===== config.mk =====
export PLATFORM = sky130hd
export DESIGN_NAME = dual_gpio_port
export DESIGN_NICKNAME = d
export VERILOG_FILES = /design/src/rtl/gpio_pkg.sv /design/src/rtl/dual_gpio_port.sv
export SDC_FILE = /design/constraint.sdc
export NUM_CORES = 1
export LEC_CHECK = 0
export BUFFER_PORTS_ARGS = -buffer_cell sky130_fd_sc_hd__buf_2
export CELL_PAD_IN_SITES_DETAIL_PLACEMENT = 1
export CELL_PAD_IN_SITES_GLOBAL_PLACEMENT = 2
export CORE_MARGIN = 8
export CORE_UTILIZATION = 31
export DETAILED_ROUTE_END_ITERATION = 10
export GPL_TIMING_DRIVEN = 0
export PLACE_DENSITY_LB_ADDON = 0.08
export SKIP_CTS_REPAIR_TIMING = 1
export SLEW_MARGIN = 20
export SYNTH_ARGS = -nofsm -noshare
export SYNTH_HDL_FRONTEND = slang
export SYNTH_SLANG_ARGS = --single-unit

===== constraint.sdc =====
create_clock -name mclk -period 1.5 [get_ports mclk]
set_input_delay 0.075 -clock mclk [delete_from_list [all_inputs] [get_ports mclk]]
set_output_delay 0.075 -clock mclk [all_outputs]
set_load 0.005 [all_outputs]

===== src/rtl/gpio_pkg.sv =====
// Constants shared by the dual general-purpose port block.
package gpio_pkg;

    // ======================================================================
    // Register offsets.
    // ======================================================================
    localparam logic [7:0] PORT_A_PINS_OFS = 8'h05;
    localparam logic [7:0] PORT_B_PINS_OFS = 8'h06;
    localparam logic [7:0] INTERRUPT_CONTROL_OFS = 8'h0b;
    localparam logic [7:0] TIMER_AND_PULLUP_OPTIONS_OFS = 8'h81;
    localparam logic [7:0] PORT_A_DIRECTION_OFS = 8'h85;
    localparam logic [7:0] PORT_B_DIRECTION_OFS = 8'h86;

    // ======================================================================
    // Widths and field positions.
    // ======================================================================
    localparam int PORT_A_WIDTH = 6;
    localparam int PORT_B_WIDTH = 8;
    localparam int SLAVE_SELECT_BIT = 5;
    localparam int TIMER_CLOCK_BIT = 4;
    localparam int EXT_INTERRUPT_BIT = 0;
    localparam int PROG_CLOCK_BIT = 6;
    localparam int PROG_DATA_BIT = 7;
    localparam int CHANGE_LOW_BIT = 4;
    localparam int PULLUP_DISABLE_N_BIT = 7;
    localparam int PORT_CHANGE_FLAG_BIT = 0;
    localparam int PORT_CHANGE_ENABLE_BIT = 3;

    // ======================================================================
    // Reset values and the unmapped read value.
    // ======================================================================
    localparam logic [7:0] OPTIONS_RESET = 8'hff;
    localparam logic [5:0] PORT_A_DIRECTION_RESET = 6'h3f;
    localparam logic [7:0] PORT_B_DIRECTION_RESET = 8'hff;
    localparam logic [5:0] PORT_A_LATCH_RESET = 6'h00;
    localparam logic [7:0] PORT_B_LATCH_RESET = 8'h00;
    localparam logic [7:0] UNMAPPED_READ_VALUE = 8'h00;

endpackage : gpio_pkg

===== src/rtl/dual_gpio_port.sv =====
// Two general-purpose ports, pull-ups on port B, and a change detector.
//
// Chosen here: the address-and-strobe port.
module dual_gpio_port #(
    parameter bit HAS_PORT_A_BIT5 = 1'b1,
    parameter bit EARLY_SILICON = 1'b0
) (
    input wire logic mclk,
    input wire logic rst,
    input wire logic otherReset,
    input wire logic [7:0] regAddr,
    input wire logic [7:0] regWrData,
    input wire logic regWrStb,
    input wire logic regRdStb,
    output logic [7:0] regRdData,
    input wire logic [gpio_pkg::PORT_A_WIDTH-1:0] portAIn,
    output logic [gpio_pkg::PORT_A_WIDTH-1:0] portAOut,
    output logic [gpio_pkg::PORT_A_WIDTH-1:0] portAOe_n,
    input wire logic [gpio_pkg::PORT_B_WIDTH-1:0] portBIn,
    output logic [gpio_pkg::PORT_B_WIDTH-1:0] portBOut,
    output logic [gpio_pkg::PORT_B_WIDTH-1:0] portBOe_n,
    output logic [gpio_pkg::PORT_B_WIDTH-1:0] portBPullupEn,
    output logic timerExtClock,
    output logic slaveSelect_n,
    output logic extInterrupt,
    output logic progClock,
    output logic progData,
    output logic portChangeIrq
);
    import gpio_pkg::*;

    // ======================================================================
    // Register state.
    // ======================================================================
    logic [PORT_A_WIDTH-1:0] portALatch_r;
    logic [PORT_B_WIDTH-1:0] portBLatch_r;
    logic [PORT_A_WIDTH-1:0] portADir_r;
    logic [PORT_B_WIDTH-1:0] portBDir_r;
    logic [7:0] options_r;
    logic portChangeFlag_r;
    logic portChangeEnable_r;
    logic [3:0] snapshot_r;

    logic [PORT_A_WIDTH-1:0] portAMeta_r;
    logic [PORT_A_WIDTH-1:0] portASync_r;
    logic [PORT_B_WIDTH-1:0] portBMeta_r;
    logic [PORT_B_WIDTH-1:0] portBSync_r;

    logic [PORT_A_WIDTH-1:0] portAImpl;
    logic [PORT_A_WIDTH-1:0] portAPins;
    logic [3:0] mismatch;
    logic anyMismatch;
    logic wrPortA;
    logic wrPortB;
    logic rdPortB;
    logic wrIntCtl;
    logic wrOptions;
    logic wrDirA;
    logic wrDirB;
    logic changeSet;
    logic [7:0] rdData_nxt;

    // ======================================================================
    // Pin synchronisers.
    // ======================================================================
    // Pins are asynchronous to mclk, so two stages precede any use.
    always_ff @(posedge mclk) begin
        if (rst) begin
            portAMeta_r <= '0;
            portASync_r <= '0;
        end else begin
            portAMeta_r <= portAIn;
            portASync_r <= portAMeta_r;
        end
    end

    always_ff @(posedge mclk) begin
        if (rst) begin
            portBMeta_r <= '0;
            portBSync_r <= '0;
        end else begin
            portBMeta_r <= portBIn;
            portBSync_r <= portBMeta_r;
        end
    end

    // ======================================================================
    // Address decode.
    // ======================================================================
    // Decodes are plain gates, so a strobe acts at the edge that samples it.
    assign wrPortA = regWrStb && (regAddr == PORT_A_PINS_OFS);
    assign wrPortB = regWrStb && (regAddr == PORT_B_PINS_OFS);
    assign rdPortB = regRdStb && (regAddr == PORT_B_PINS_OFS);
    assign wrIntCtl = regWrStb && (regAddr == INTERRUPT_CONTROL_OFS);
    assign wrOptions = regWrStb && (regAddr == TIMER_AND_PULLUP_OPTIONS_OFS);
    assign wrDirA = regWrStb && (regAddr == PORT_A_DIRECTION_OFS);
    assign wrDirB = regWrStb && (regAddr == PORT_B_DIRECTION_OFS);

    // The missing bit of the five-bit variant is masked everywhere.
    assign portAImpl = HAS_PORT_A_BIT5 ? '1 : 6'h1f;
    assign portAPins = portASync_r & portAImpl;

    // ======================================================================
    // Data latches.
    // ======================================================================
    // Only power-on reset clears the latches; other resets leave them alone.
    always_ff @(posedge mclk) begin
        if (rst) begin
            portALatch_r <= PORT_A_LATCH_RESET;
        end else if (wrPortA) begin
            portALatch_r <= regWrData[PORT_A_WIDTH-1:0] & portAImpl;
        end
    end

    always_ff @(posedge mclk) begin
        if (rst) begin
            portBLatch_r <= PORT_B_LATCH_RESET;
        end else if (wrPortB) begin
            portBLatch_r <= regWrData;
        end
    end

    // ======================================================================
    // Direction and option registers.
    // ======================================================================
    // Any reset parks every pin as an input with its pull-up off.
    always_ff @(posedge mclk) begin
        if (rst || otherReset) begin
            portADir_r <= PORT_A_DIRECTION_RESET;
        end else if (wrDirA) begin
            portADir_r <= (regWrData[PORT_A_WIDTH-1:0] & portAImpl)
                | ~portAImpl;
        end
    end

    always_ff @(posedge mclk) begin
        if (rst || otherReset) begin
            portBDir_r <= PORT_B_DIRECTION_RESET;
        end else if (wrDirB) begin
            portBDir_r <= regWrData;
        end
    end

    always_ff @(posedge mclk) begin
        if (rst || otherReset) begin
            options_r <= OPTIONS_RESET;
        end else if (wrOptions) begin
            options_r <= regWrData;
        end
    end

    // ======================================================================
    // Change detector.
    // ======================================================================
    // Output pins are masked out of the comparison.
    assign mismatch = (portBSync_r[7:CHANGE_LOW_BIT] ^ snapshot_r)
        & portBDir_r[7:CHANGE_LOW_BIT];
    assign anyMismatch = |mismatch;

    // Early silicon loses a change that lands on the read cycle.
    assign changeSet = anyMismatch && !(EARLY_SILICON && rdPortB);

    // The snapshot takes the synchronised level that a read returns, so a
    // read always ends exactly the mismatch that software saw.
    always_ff @(posedge mclk) begin
        if (rst) begin
            snapshot_r <= '0;
        end else if (rdPortB || wrPortB) begin
            snapshot_r <= portBSync_r[7:CHANGE_LOW_BIT];
        end
    end

    // A set in the same cycle as a software clear wins, so a lasting
    // mismatch cannot be cleared away.
    always_ff @(posedge mclk) begin
        if (rst || otherReset) begin
            portChangeFlag_r <= 1'b0;
        end else if (changeSet) begin
            portChangeFlag_r <= 1'b1;
        end else if (wrIntCtl && !regWrData[PORT_CHANGE_FLAG_BIT]) begin
            portChangeFlag_r <= 1'b0;
        end
    end

    always_ff @(posedge mclk) begin
        if (rst || otherReset) begin
            portChangeEnable_r <= 1'b0;
        end else if (wrIntCtl) begin
            portChangeEnable_r <= regWrData[PORT_CHANGE_ENABLE_BIT];
        end
    end

    // The request is a level, so it also serves as the halt wake-up.
    always_ff @(posedge mclk) begin
        if (rst) begin
            portChangeIrq <= 1'b0;
        end else begin
            portChangeIrq <= portChangeFlag_r && portChangeEnable_r;
        end
    end

    // ======================================================================
    // Pin drivers.
    // ======================================================================
    // Port A: ordinary bits drive both levels, bit 4 only pulls low.
    genvar gi;
    generate
        for (gi = 0; gi < PORT_A_WIDTH; gi++) begin : genPortA
            always_ff @(posedge mclk) begin
                if (rst) begin
                    portAOut[gi] <= 1'b0;
                end else if (gi == TIMER_CLOCK_BIT) begin
                    portAOut[gi] <= 1'b0;
                end else begin
                    portAOut[gi] <= portALatch_r[gi];
                end
            end

            // A high latch bit on the open-drain pin releases it, so an
            // outside pull-up sets the level there.
            always_ff @(posedge mclk) begin
                if (rst) begin
                    portAOe_n[gi] <= 1'b1;
                end else if (gi == TIMER_CLOCK_BIT) begin
                    portAOe_n[gi] <= portADir_r[gi]
                        || portALatch_r[gi];
                end else begin
                    portAOe_n[gi] <= portADir_r[gi];
                end
            end
        end
    endgenerate

    generate
        for (gi = 0; gi < PORT_B_WIDTH; gi++) begin : genPortB
            always_ff @(posedge mclk) begin
                if (rst) begin
                    portBOut[gi] <= 1'b0;
                    portBOe_n[gi] <= 1'b1;
                end else begin
                    portBOut[gi] <= portBLatch_r[gi];
                    portBOe_n[gi] <= portBDir_r[gi];
                end
            end

            // The pull-up follows the direction bit, so a driven pin never
            // fights its own pull-up.
            always_ff @(posedge mclk) begin
                if (rst) begin
                    portBPullupEn[gi] <= 1'b0;
                end else begin
                    portBPullupEn[gi] <=
                        !options_r[PULLUP_DISABLE_N_BIT]
                        && portBDir_r[gi];
                end
            end
        end
    endgenerate

    // ======================================================================
    // Alternate input functions.
    // ======================================================================
    // Schmitt buffering is a pad property; only the logic level comes here.
    always_ff @(posedge mclk) begin
        if (rst) begin
            timerExtClock <= 1'b0;
        end else begin
            timerExtClock <= portASync_r[TIMER_CLOCK_BIT];
        end
    end

    // The five-bit variant has no pin behind the select, so it idles high.
    always_ff @(posedge mclk) begin
        if (rst) begin
            slaveSelect_n <= 1'b1;
        end else begin
            slaveSelect_n <= !HAS_PORT_A_BIT5
                || portASync_r[SLAVE_SELECT_BIT];
        end
    end

    always_ff @(posedge mclk) begin
        if (rst) begin
            extInterrupt <= 1'b0;
        end else begin
            extInterrupt <= portBSync_r[EXT_INTERRUPT_BIT];
        end
    end

    always_ff @(posedge mclk) begin
        if (rst) begin
            progClock <= 1'b0;
        end else begin
            progClock <= portBSync_r[PROG_CLOCK_BIT];
        end
    end

    always_ff @(posedge mclk) begin
        if (rst) begin
            progData <= 1'b0;
        end else begin
            progData <= portBSync_r[PROG_DATA_BIT];
        end
    end

    // ======================================================================
    // Read port.
    // ======================================================================
    always_comb begin
        rdData_nxt = UNMAPPED_READ_VALUE;
        unique case (regAddr)
            PORT_A_PINS_OFS: begin
                rdData_nxt = {2'b00, portAPins};
            end
            PORT_B_PINS_OFS: begin
                rdData_nxt = portBSync_r;
            end
            INTERRUPT_CONTROL_OFS: begin
                rdData_nxt[PORT_CHANGE_FLAG_BIT] = portChangeFlag_r;
                rdData_nxt[PORT_CHANGE_ENABLE_BIT] = portChangeEnable_r;
            end
            TIMER_AND_PULLUP_OPTIONS_OFS: begin
                rdData_nxt = options_r;
            end
            PORT_A_DIRECTION_OFS: begin
                rdData_nxt = {2'b00, portADir_r & portAImpl};
            end
            PORT_B_DIRECTION_OFS: begin
                rdData_nxt = portBDir_r;
            end
            default: begin
                rdData_nxt = UNMAPPED_READ_VALUE;
            end
        endcase
    end

    // Read data stand for exactly the cycle after the strobe.
    always_ff @(posedge mclk) begin
        if (rst) begin
            regRdData <= '0;
        end else if (regRdStb) begin
            regRdData <= rdData_nxt;
        end else begin
            regRdData <= '0;
        end
    end

endmodule : dual_gpio_port


# [Word level (Yosys, flattened, before mapping)]
# Index checks and enable logic that the tools add are counted.
[word_totals] inputBits=35 mem_bits_rw=0 reg_bits=119 elab_cells=94 latch_bits=0 output_inout_bits=50 rom_bits=0 memories=0
[op_classes] muxes=6 bitwise_logic=3 div_mod_pow=0 n_lt_le_gt_ge=0 n_eq_ne=6 add_sub_neg=0 shifts=0 n_reduce_logical=25 n_mul=0
[ops] cell="$eq 8x8->1 const B" n=3
[ops] cell="$pmux 4 s5" n=1
[ops] cell="$logic_and 1x1->1" n=17
[ops] cell="$eq 8x3->1 const B" n=2
[ops] cell="$pmux 1 s6" n=2
[ops] cell="$pmux 2 s5" n=1
[ops] cell="$eq 8x4->1 const B" n=1
[ops] cell="$and 4x4->4" n=1
[ops] cell="$reduce_or 4->1" n=1
[ops] cell="$xor 4x4->4" n=1
[ops] cell="$logic_or 1x1->1" n=3
[ops] cell="$logic_not 1->1" n=2
[ops] cell="$mux 1" n=2
[ops] cell="$reduce_bool 2->1" n=1
[ops] cell="$reduce_or 2->1" n=1
[ops] cell="$not 1->1" n=1

# [Logic depth before layout (Yosys ltp)]
# Gate-level depths: netlist of the first run.
[logic_depth] ltp_word=5 mapped_depth=6 depth_no_buf=4

# [Worst setup path before layout of the first run]
# No wires, ideal clock.
[synth_path] path_type="input to register" startpoint="input regAddr[5]" endpoint="register portALatch_r[0]" n_path_buf=1 t_arrival_ns=1.478 path_stages=5 required_time_ns=1.375 setup_slack_ns=-0.103 setup_time_ns=0.125 cell_sequence="or4b_4 -> buf_6 -> nor4_4 -> mux2i_1 -> nor2_1"
[synth_between] elab_chain_len=2
[synth_rtl] item="from (decl)" line_no="dual_gpio_port.sv:11" source="input wire logic [7:0] regAddr,"
[synth_rtl] item="$eq 8x3->1" line_no="dual_gpio_port.sv:91" source="assign wrPortA = regWrStb && (regAddr == PORT_A_PINS_OFS);"
[synth_rtl] item="$logic_and 1x1->1" line_no="dual_gpio_port.sv:91"
[synth_rtl] item="to (signal assigned)" line_no="dual_gpio_port.sv:111" source="portALatch_r <= regWrData[PORT_A_WIDTH-1:0] & portAImpl;"
[synth_rtl] item="to (decl)" line_no="dual_gpio_port.sv:35" source="logic [PORT_A_WIDTH-1:0] portALatch_r;"
# Every way passes these cells.
# A chain may end at the register's enable or synchronous reset.

# [Worst setup path in the final report of the first run]
[layout_path] startpoint="input regAddr[5]" endpoint="register portBDir_r[6]"
[layout_between] elab_chain_len=2
[layout_rtl] item="$eq 8x8->1" line_no="dual_gpio_port.sv:97" source="assign wrDirB = regWrStb && (regAddr == PORT_B_DIRECTION_OFS);"
[layout_rtl] item="$logic_and 1x1->1" line_no="dual_gpio_port.sv:97"
[layout_rtl] item="to (signal assigned)" line_no="dual_gpio_port.sv:140" source="portBDir_r <= regWrData;"
[layout_rtl] item="to (decl)" line_no="dual_gpio_port.sv:38" source="logic [PORT_B_WIDTH-1:0] portBDir_r;"
# Every way passes these cells.

==> reports/metrics.yaml, run 1 <==
worst_hold_path:
  whs_path_depth: 3
  hp-start: "regWrData[0]"
  min_path_type: "in2reg"
  min_to: "portADir_r[0]"
clocking:
  cts_tree: "built"
  cts_sinks: 119
  cts_root_buffer: "clkbuf_16"
  clk_path_buf_depth: 2
  cts_buffers: 17
  cts.htree.levels: 4
  insertion_delay_ns: 0.41
  path_clk_slew_ns: 0.05
power_and_ir_drop:
  powerDensity_nw_per_um2: 1397
  p_int_mw: 6.305
  p_sw_share_pct: 19.72
  power.leakage_nw: 2.381
  p_comb_share_pct: 4.1
  seq_power_share_pct: 41.0
  pwr-share-clk_pct: 54.9
  vdd_drop_max_mv: 0.6262
  p_switching_mw: 1.548
finish:
  fin_util_pct: 42.97
  final_area_sq_um: 5623
  drive_gt1_share_pct: 28.74
  fin_nets: 530
  diodes: 0
  syn2layout_area_growth_pct: 37.05
setup_path:
  rr_worst_depth: 4
  timing.rr.end: "regRdData[0]"
  critPathMaxFanout: 8
  startpoint: "regAddr[5]"
  start_kind: "input port"
  cpPeakStageDelay_ns: 0.53
  regToRegStartpoint: "portADir_r[0]"
  worstPathArrival_ns: 1.67
  crit_type: "in2reg"
  r2r_setup_slack_ns: 0.36
  cpMostUsedCell: "buf_6"
  critPathRequiredTime_ns: 1.76
  crit_slowest_cell: "or4b_4"
  crit_path_end_kind: "flip-flop"
  crit_chain: "buf_2 -> or4b_4 -> buf_6 -> or3_1 -> buf_6 -> mux2i_1 -> nand2_1"
drt:
  wl_per_cell_um: 16.34
  drtIter0Drc: 144
  dr.pass1.iters: 4
  drt_wl_total_mm: 11.18
  via_count: 3022
  vias_per_cell: 4.418
  drc: 0
  ant_nets: 0
grt:
  grt_pass1_vias: 3173
  antenna_found_initial: 0
  grt_pass1_wl_mm: 17.12
  grtUsageTotal_pct: 13.71
  grt-ovfl-total: 0
  grt_max_degree: 17
floorplanning:
  die-area_sq_um: 17170
  die_y_um: 131.0
  ioPinCount: 85
  core_area_sq_um: 13090
  row_count: 42
  start_util_pct: 31.35
  die_w_um: 131.0
placement:
  place_congestion: 0.7810
  dp_slack_ns: -0.4068
  postPlaceCellArea_sq_um: 4751
  dp_hpwl_mm: 8.086
  portBuffers: 83
timing:
  worst_slack_ns: 0.09668
  post-route-period-util_pct: 93.55
  worst-slew-pin-transition_ns: 0.6259
  fmax_ghz: 0.7126
  rsz0062_at_grt: "false"
  hold_violations: 3
  fin_setup_tns_ns: 0
  relSlewSlack_pct: 58.28
  fin_crit_ns: 1.403
  setup_viol: 0
  drv_slew: 0
  whs_ns: -0.007003
  fin_skew_ns: 0.007640
synth:
  synth_area_leaders: "dfxtp_1 58%, mux2i_1 10%, nor2b_1 7.2%"
  synthDominantCellAreaShare_pct: 58.07
  ys_top_cells_by_count: "119 x dfxtp_1, 47 x nor2b_1, 42 x mux2i_1"
  synth-edff-count: 0
  synth_top_area_cell: "dfxtp_1"
  mappedNetlistArea_sq_um: 4103
  yosysWarnings: 0
  synth-main-ff-cell: "dfxtp_1"
  syn_area_per_cell_sq_um: 11.12
  yosysMostFrequentCell: "dfxtp_1"
  ys_async_sr_fraction_pct: 0
  synth_seq_cells: 119
  synthCells: 369
  synth_nets: 404
  synth_cell_types: 40
  ys_seq_area_share_pct: 58.07
outcome:
  status: "finished, violations left"
  violations: "hold timing"
run:
  max-cap-violations: 0
-- worst max-delay path by stage --
stage                       to  slack, ns  cells after the start
6_report         portBDir_r[6]        0.1                      7
3_5_place_dp   portALatch_r[0]      -0.41                      6
5_1_grt          snapshot_r[1]       0.01                      6
4_1_cts        portALatch_r[5]       0.03                      6
2_1_floorplan  portALatch_r[0]      -0.10                      5
3_3_place_gp   portALatch_r[0]      -0.39                      6
-- registers in the layout (all words and copies together), names as in the netlist, 6 cells and up --
register and flops:
options_r 8, portBDir_r 8, portBLatch_r 8, portBMeta_r 8, portBOe_n 8, portBOut 8, portBPullupEn 8, portBSync_r 8
regRdData 8, portADir_r 6, portALatch_r 6, portAMeta_r 6, portAOe_n 6, portAPins 6
-- worst max-delay path, delay by kind of cell --
family / cells / cell delay [ns]
buffers and inverters: 3 / 0.44
multiplexers: 1 / 0.16
AND/OR/NAND/NOR: 3 / 0.98
-- power groups by stage --
stage / logic (mW) / clock network, mW / registers, mW
floorplan: 0.151 / 0 / 3.28
global placement: 0.288 / 0 / 3.29
detailed placement: 0.288 / 0 / 3.29
CTS: 0.290 / 4.41 / 3.22
global route: 0.356 / 4.56 / 3.22
finish: 0.323 / 4.31 / 3.22
-- per-layer routing --
metal	wire, um	share of wire (%)	GRT usage [%]	vias up
li1	-	-	-	1498
met1	5051	45	15.97	1442
met2	5386	48	22.53	69
met3	550	4.9	4.464	13
met4	189	1.7	6.144	0
met5	0	0	0	-
-- stage by stage --
step | total power [mW] | std cells
final | 7.854 | 684
after global routing | 8.135 | 684
after CTS | 7.921 | 660
after detailed placement | 3.577 | 628
after global placement | 3.576 | 628
after floorplan | 3.435 | 369
-- cell usage in the layout, fill, tap and decap left out, types with 8 or more instances in the layout --
cell type and count:
nand2_1 25, dlygate4sd3_1 21, or2_2 14, clkbuf_16 17, nor2_1 29, and2_1 8
dfxtp_1 119, mux2i_1 42, clkbuf_1 15, buf_2 83, a22o_1 8, nor2b_1 47
-- layout make-up --
type | instances | area [sq um]
sequential | 119 | 2382
timing repair buffer | 107 | 648.1
clock buffer | 24 | 491.7
tap | 176 | 220.2
buffer | 20 | 136.4
clock inverter | 8 | 142.6
inverter | 3 | 11.26
multi-input combinational | 227 | 1590
fill | 1453 | 7462
-- kinds of logic (layout without fill, tap and decap cells) --
kind of cell	count (synthesis)	in the layout	synth area share [%]
DFF	119	119	58.07
muxes	45	45	11.07
and+or+nand+nor	148	148	20.89
other	1	1	0.09140
xor gates and xnor gates	4	4	0.8538
buffers and inverters	23	162	3.294
AOI/OAI and AO/OA	29	29	5.734
No activity file was read; power rests on OpenSTA's default activity.
==> run 2: changes to the inputs <==
--- a/config.mk
+++ b/config.mk
@@ -9,7 +9,7 @@
 export CELL_PAD_IN_SITES_DETAIL_PLACEMENT = 1
 export CELL_PAD_IN_SITES_GLOBAL_PLACEMENT = 2
 export CORE_MARGIN = 8
-export CORE_UTILIZATION = 31
+export CORE_UTILIZATION = 23
 export DETAILED_ROUTE_END_ITERATION = 10
 export GPL_TIMING_DRIVEN = 0
 export PLACE_DENSITY_LB_ADDON = 0.08
==> run 2 against run 1 <==
Against the previous run: the run now ends clean; register-to-register slack lost 0.08 ns; first-iteration DRC count shrank 13%; flip-flop and latch count is the same; power shrank 3.8%; cell count grew 7.6%; fmax shrank 2.4%; count of clock-buffer cells in the layout shrank 1; worst hold slack gained 0.012 ns; setup slack lost 0.035 ns; final area grew 0.53%; combinational power grew 4%.
==> reports/metrics.yaml, run 2 (synthesis gave the netlist of run 1 again) <==
outcome:
  status: "finished clean"
setup_path:
  start_kind: "input port"
  crit_end: "regRdData[1]"
  critPathRequiredTime_ns: 1.84
  regToRegStartpoint: "portADir_r[0]"
  worstPathArrival_ns: 1.78
  rr_worst_depth: 4
  r2r_setup_slack_ns: 0.28
  crit_type: "in2reg"
  startpoint: "regAddr[5]"
  timing.rr.end: "regRdData[0]"
  crit_path_end_kind: "flip-flop"
  critPathMaxFanout: 7
finish:
  final_area_sq_um: 5653
  fin_util_pct: 31.90
  multi_input_area_sq_um: 1600
  drive_gt1_share_pct: 29.39
  syn2layout_area_growth_pct: 37.79
  final_common_cell: "dfxtp_1"
  seqCellArea_sq_um: 2382
  mostFrequentLayoutCells: "119 x dfxtp_1, 83 x buf_2, 47 x nor2b_1"
  fin_nets: 529
  diodes: 0
  fillers: 1957
clocking:
  cts_root_buffer: "clkbuf_16"
  insertion_delay_ns: 0.41
  cts_buffers: 17
  cts_tree: "built"
  cts.htree.levels: 4
  path_clk_slew_ns: 0.05
  clk_path_buf_depth: 2
  cts_sinks: 119
timing:
  hold_violations: 0
  fmax_ghz: 0.6954
  fin_crit_ns: 1.438
  worst-slew-pin-transition_ns: 0.7625
  worst_slack_ns: 0.06197
  setup_viol: 0
  drv_slew: 0
  post-route-period-util_pct: 95.87
  fin_skew_ns: 0.008295
  whs_ns: 0.005029
  fin_setup_tns_ns: 0
  relSlewSlack_pct: 48.98
grt:
  grt_pass1_vias: 3232
  grt_pass1_wl_mm: 19.01
  grt.met3_usage_pct: 4.264
  grt-ovfl-total: 0
  top_usage_layer: "met2"
  antenna_found_initial: 0
  gr-usage-met1_pct: 13.41
  grt_max_degree: 17
  grtUsageTotal_pct: 11.74
  use_met2_pct: 19.35
floorplanning:
  row_count: 49
  die_w_um: 149.6
  die-area_sq_um: 22370
  start_util_pct: 23.16
  core_area_sq_um: 17720
  ioPinCount: 85
  die_y_um: 149.6
drt:
  wl_per_cell_um: 17.09
  drc: 0
  via_count: 3058
  drtIter0Drc: 126
  ant_nets: 0
  drt_wl_total_mm: 12.58
  vias_per_cell: 4.155
  dr.pass1.iters: 4
placement:
  postPlaceCellArea_sq_um: 4817
  dp_hpwl_mm: 9.043
  place_congestion: 0.6933
  dp_slack_ns: -0.6056
  portBuffers: 83
worst_hold_path:
  min_path_type: "in2reg"
run:
  max-cap-violations: 0
power_and_ir_drop:
  vdd_drop_max_mv: 0.7663
  power.leakage_nw: 2.361
  powerDensity_nw_per_um2: 1336
[run 2: cell count changes in the layout (fill, tap and decap cells not counted)]
| cell | before | now |
|---|---|---|
| clkinv_2 | 3 | 6 |
| bufinv_16 | 4 | 2 |
| nor3_1 | 6 | 4 |
| nor3_2 | 1 | 3 |
| buf_12 | 0 | 1 |
| buf_4 | 4 | 3 |
| clkbuf_1 | 15 | 14 |
| dlygate4sd3_1 | 21 | 20 |
[run 2: metal layers]
layer / share of wire (%) / routed length [um]
met5: 0 / 0
met4: 2.0 / 246
met3: 5.1 / 638
met2: 49 / 6195
met1: 44 / 5497
[run 2: area by class of cell]
class                           count  share of cell area (%)
Buffer                             20                   2.413
Clock buffer                       23                   8.632
Clock inverter                      9                   1.726
Inverter                            3                  0.1992
Multi-Input combinational cell    227                   28.31
Sequential cell                   119                   42.14
Tap cell                          229                   5.069
Timing Repair Buffer              106                   11.51
[run 2: worst min-delay path by stage]
stage                        to         start  depth (start not counted)
2_1_floorplan  portChangeFlag_r    otherReset                          1
3_3_place_gp     portBMeta_r[1]    portBIn[1]                          2
3_5_place_dp     portAMeta_r[4]    portAIn[4]                          2
4_1_cts          portAMeta_r[4]    portAIn[4]                          2
5_1_grt           portADir_r[2]  regWrData[2]                          3
6_report          portADir_r[2]  regWrData[2]                          3
[run 2: critical path, cell delays in order]
cell and delay (ns):
buf_2 0.11, or3_1 0.36, clkbuf_1 0.26, nor3_2 0.57, a222oi_1 0.24, nor2_1 0.16
[run 2: power breakdown]
| group | switching, mW | internal [mW] | leakage [nW] |
|---|---|---|---|
| logic | 0.187 | 0.149 | 1.10 |
| clock network | 1.40 | 2.60 | 0.292 |
| registers | 0.0160 | 3.21 | 0.967 |
[run 2: through the flow]
step | power, mW | std cells
global placement | 3.591 | 681
finish | 7.554 | 736
detailed placement | 3.591 | 681
CTS | 7.652 | 713
floorplan | 3.435 | 369
global route | 7.886 | 736
==> run 3: changes to the inputs <==
--- a/config.mk
+++ b/config.mk
@@ -5,7 +5,7 @@
 export SDC_FILE = /design/constraint.sdc
 export NUM_CORES = 1
 export LEC_CHECK = 0
-export BUFFER_PORTS_ARGS = -buffer_cell sky130_fd_sc_hd__buf_2
+export BUFFER_PORTS_ARGS = -buffer_cell sky130_fd_sc_hd__buf_4
 export CELL_PAD_IN_SITES_DETAIL_PLACEMENT = 1
 export CELL_PAD_IN_SITES_GLOBAL_PLACEMENT = 2
 export CORE_MARGIN = 8
==> run 3 against run 2 <==
Against the previous run: cell count is 0.41% higher; via count decreased by 1.1%; sequential power about the same; fmax grew 3.4%; first-iteration DRC count shrank 12%; power increased by 6.5%; highest routed layer unchanged; worst hold slack better by 0.040 ns; die area stayed put; largest power group unchanged; clock skew fell by 0.0021 ns; final area increased by 5.4%; sequential share of layout area down 2.2 points; critical path type unchanged.
==> reports/metrics.yaml, run 3 (synthesis gave the netlist of run 1 again) <==
finish:
  final_common_cell: "dfxtp_1"
  mostFrequentLayoutCells: "119 x dfxtp_1, 86 x buf_4, 47 x nor2b_1"
  fillers: 1965
  syn2layout_area_growth_pct: 45.23
  fin_util_pct: 33.63
  layout.cells.non_filler: 739
  final_area_sq_um: 5958
  fin_nets: 532
  drive_gt1_share_pct: 29.22
  diodes: 0
placement:
  dp_hpwl_mm: 8.977
  dp_slack_ns: -0.5920
  place_congestion: 0.6987
  portBuffers: 83
  postPlaceCellArea_sq_um: 5025
  placed_cells: 681
drt:
  drt_wl_total_mm: 12.33
  drc: 0
  vias_per_cell: 4.092
  drtIter0Drc: 111
  via_count: 3024
  dr.pass1.iters: 8
  ant_nets: 0
  wl_per_cell_um: 16.68
timing:
  setup_viol: 0
  post-route-period-util_pct: 92.74
  worst_slack_ns: 0.1089
  fin_skew_ns: 0.006168
  relSlewSlack_pct: 52.01
  whs_ns: 0.04529
  rsz0062_at_grt: "false"
  hold_violations: 0
  fin_setup_tns_ns: 0
  fin_crit_ns: 1.391
  worst-slew-pin-transition_ns: 0.7173
  drv_slew: 0
  fmax_ghz: 0.7189
setup_path:
  crit_type: "in2reg"
  critPathRequiredTime_ns: 1.78
  worstPathArrival_ns: 1.67
  crit_path_end_kind: "flip-flop"
  r2r_setup_slack_ns: 0.27
  crit_chain: "buf_4 -> or4b_4 -> buf_6 -> nor3_4 -> mux2i_1 -> nor2_1"
  regToRegStartpoint: "portADir_r[0]"
  start_kind: "input port"
  startpoint: "regAddr[5]"
  critPathMaxFanout: 8
  crit_slowest_cell: "or4b_4"
  timing.rr.end: "regRdData[0]"
  cpPeakStageDelay_ns: 0.53
  crit_family: "simple AND/OR/NAND/NOR gates"
  worst-path-buf-inv: 2
  rr_worst_depth: 4
floorplanning:
  row_count: 49
  die_w_um: 149.6
  die_y_um: 149.6
  core_area_sq_um: 17720
  die-area_sq_um: 22370
  start_util_pct: 23.16
  ioPinCount: 85
clocking:
  insertion_delay_ns: 0.42
  cts_buffers: 17
  cts_sinks: 119
  cts_tree: "built"
  cts.htree.levels: 4
  cts_root_buffer: "clkbuf_16"
  clk_path_buf_depth: 2
  path_clk_slew_ns: 0.05
grt:
  grt_pass1_vias: 3212
  grt_pass1_wl_mm: 18.64
  grt_max_degree: 17
  grt-ovfl-total: 0
  grtUsageTotal_pct: 11.49
  antenna_found_initial: 0
run:
  max-cap-violations: 0
power_and_ir_drop:
  vdd_drop_max_mv: 0.7546
  powerDensity_nw_per_um2: 1351
  power.leakage_nw: 2.453
  total_power_mw: 8.048
worst_hold_path:
  min_path_type: "in2reg"
  min_to: "regRdData[3]"
  whs_path_depth: 3
  hp-start: "regRdStb"
outcome:
  status: "finished clean"
-- run 3: power breakdown --
| part | switching, mW | internal [mW] |
|---|---|---|
| registers | 0.0166 | 3.21 |
| logic | 0.188 | 0.182 |
| clock network | 1.41 | 3.04 |
| total | 1.62 | 6.43 |
-- run 3: per-layer routing --
layer | vias up | global-route usage [%] | wire length, um
met1 | 1451 | 13.44 | 5589
met4 | 0 | 4.695 | 150
met3 | 10 | 4.173 | 591
met2 | 63 | 18.72 | 5998
met5 | - | 0 | 0
li1 | 1500 | - | -
-- run 3: area by class of cell --
| cell class | instances | area, sq um | share of cell area [%] |
|---|---|---|---|
| flip-flops and latches | 119 | 2382 | 39.98 |
| clock buffers | 25 | 515.5 | 8.652 |
| clock inverters | 7 | 137.6 | 2.310 |
| plain buffers | 20 | 136.4 | 2.289 |
| well taps | 229 | 286.5 | 4.809 |
| inverters | 3 | 11.26 | 0.1890 |
| repair buffers | 109 | 888.4 | 14.91 |
| multi-input cells | 227 | 1600 | 26.86 |
-- run 3: how the worst max path moves through the flow --
stage                     slack [ns]  cells past startpoint         endpoint
final                           0.11                      6  portBLatch_r[3]
after detailed placement       -0.59                      6     regRdData[2]
after CTS                      -0.17                      6     regRdData[1]
after global routing            0.02                      5     options_r[2]
after floorplan                -0.10                      5  portALatch_r[0]
after global placement         -0.59                      6     regRdData[1]
-- run 3: tightest hold or removal path: cells and delay by family --
kind | cells | cell delay, ns
buf+inv | 1 | 0.13
simple gates | 1 | 0.12
compound gates | 1 | 0.07
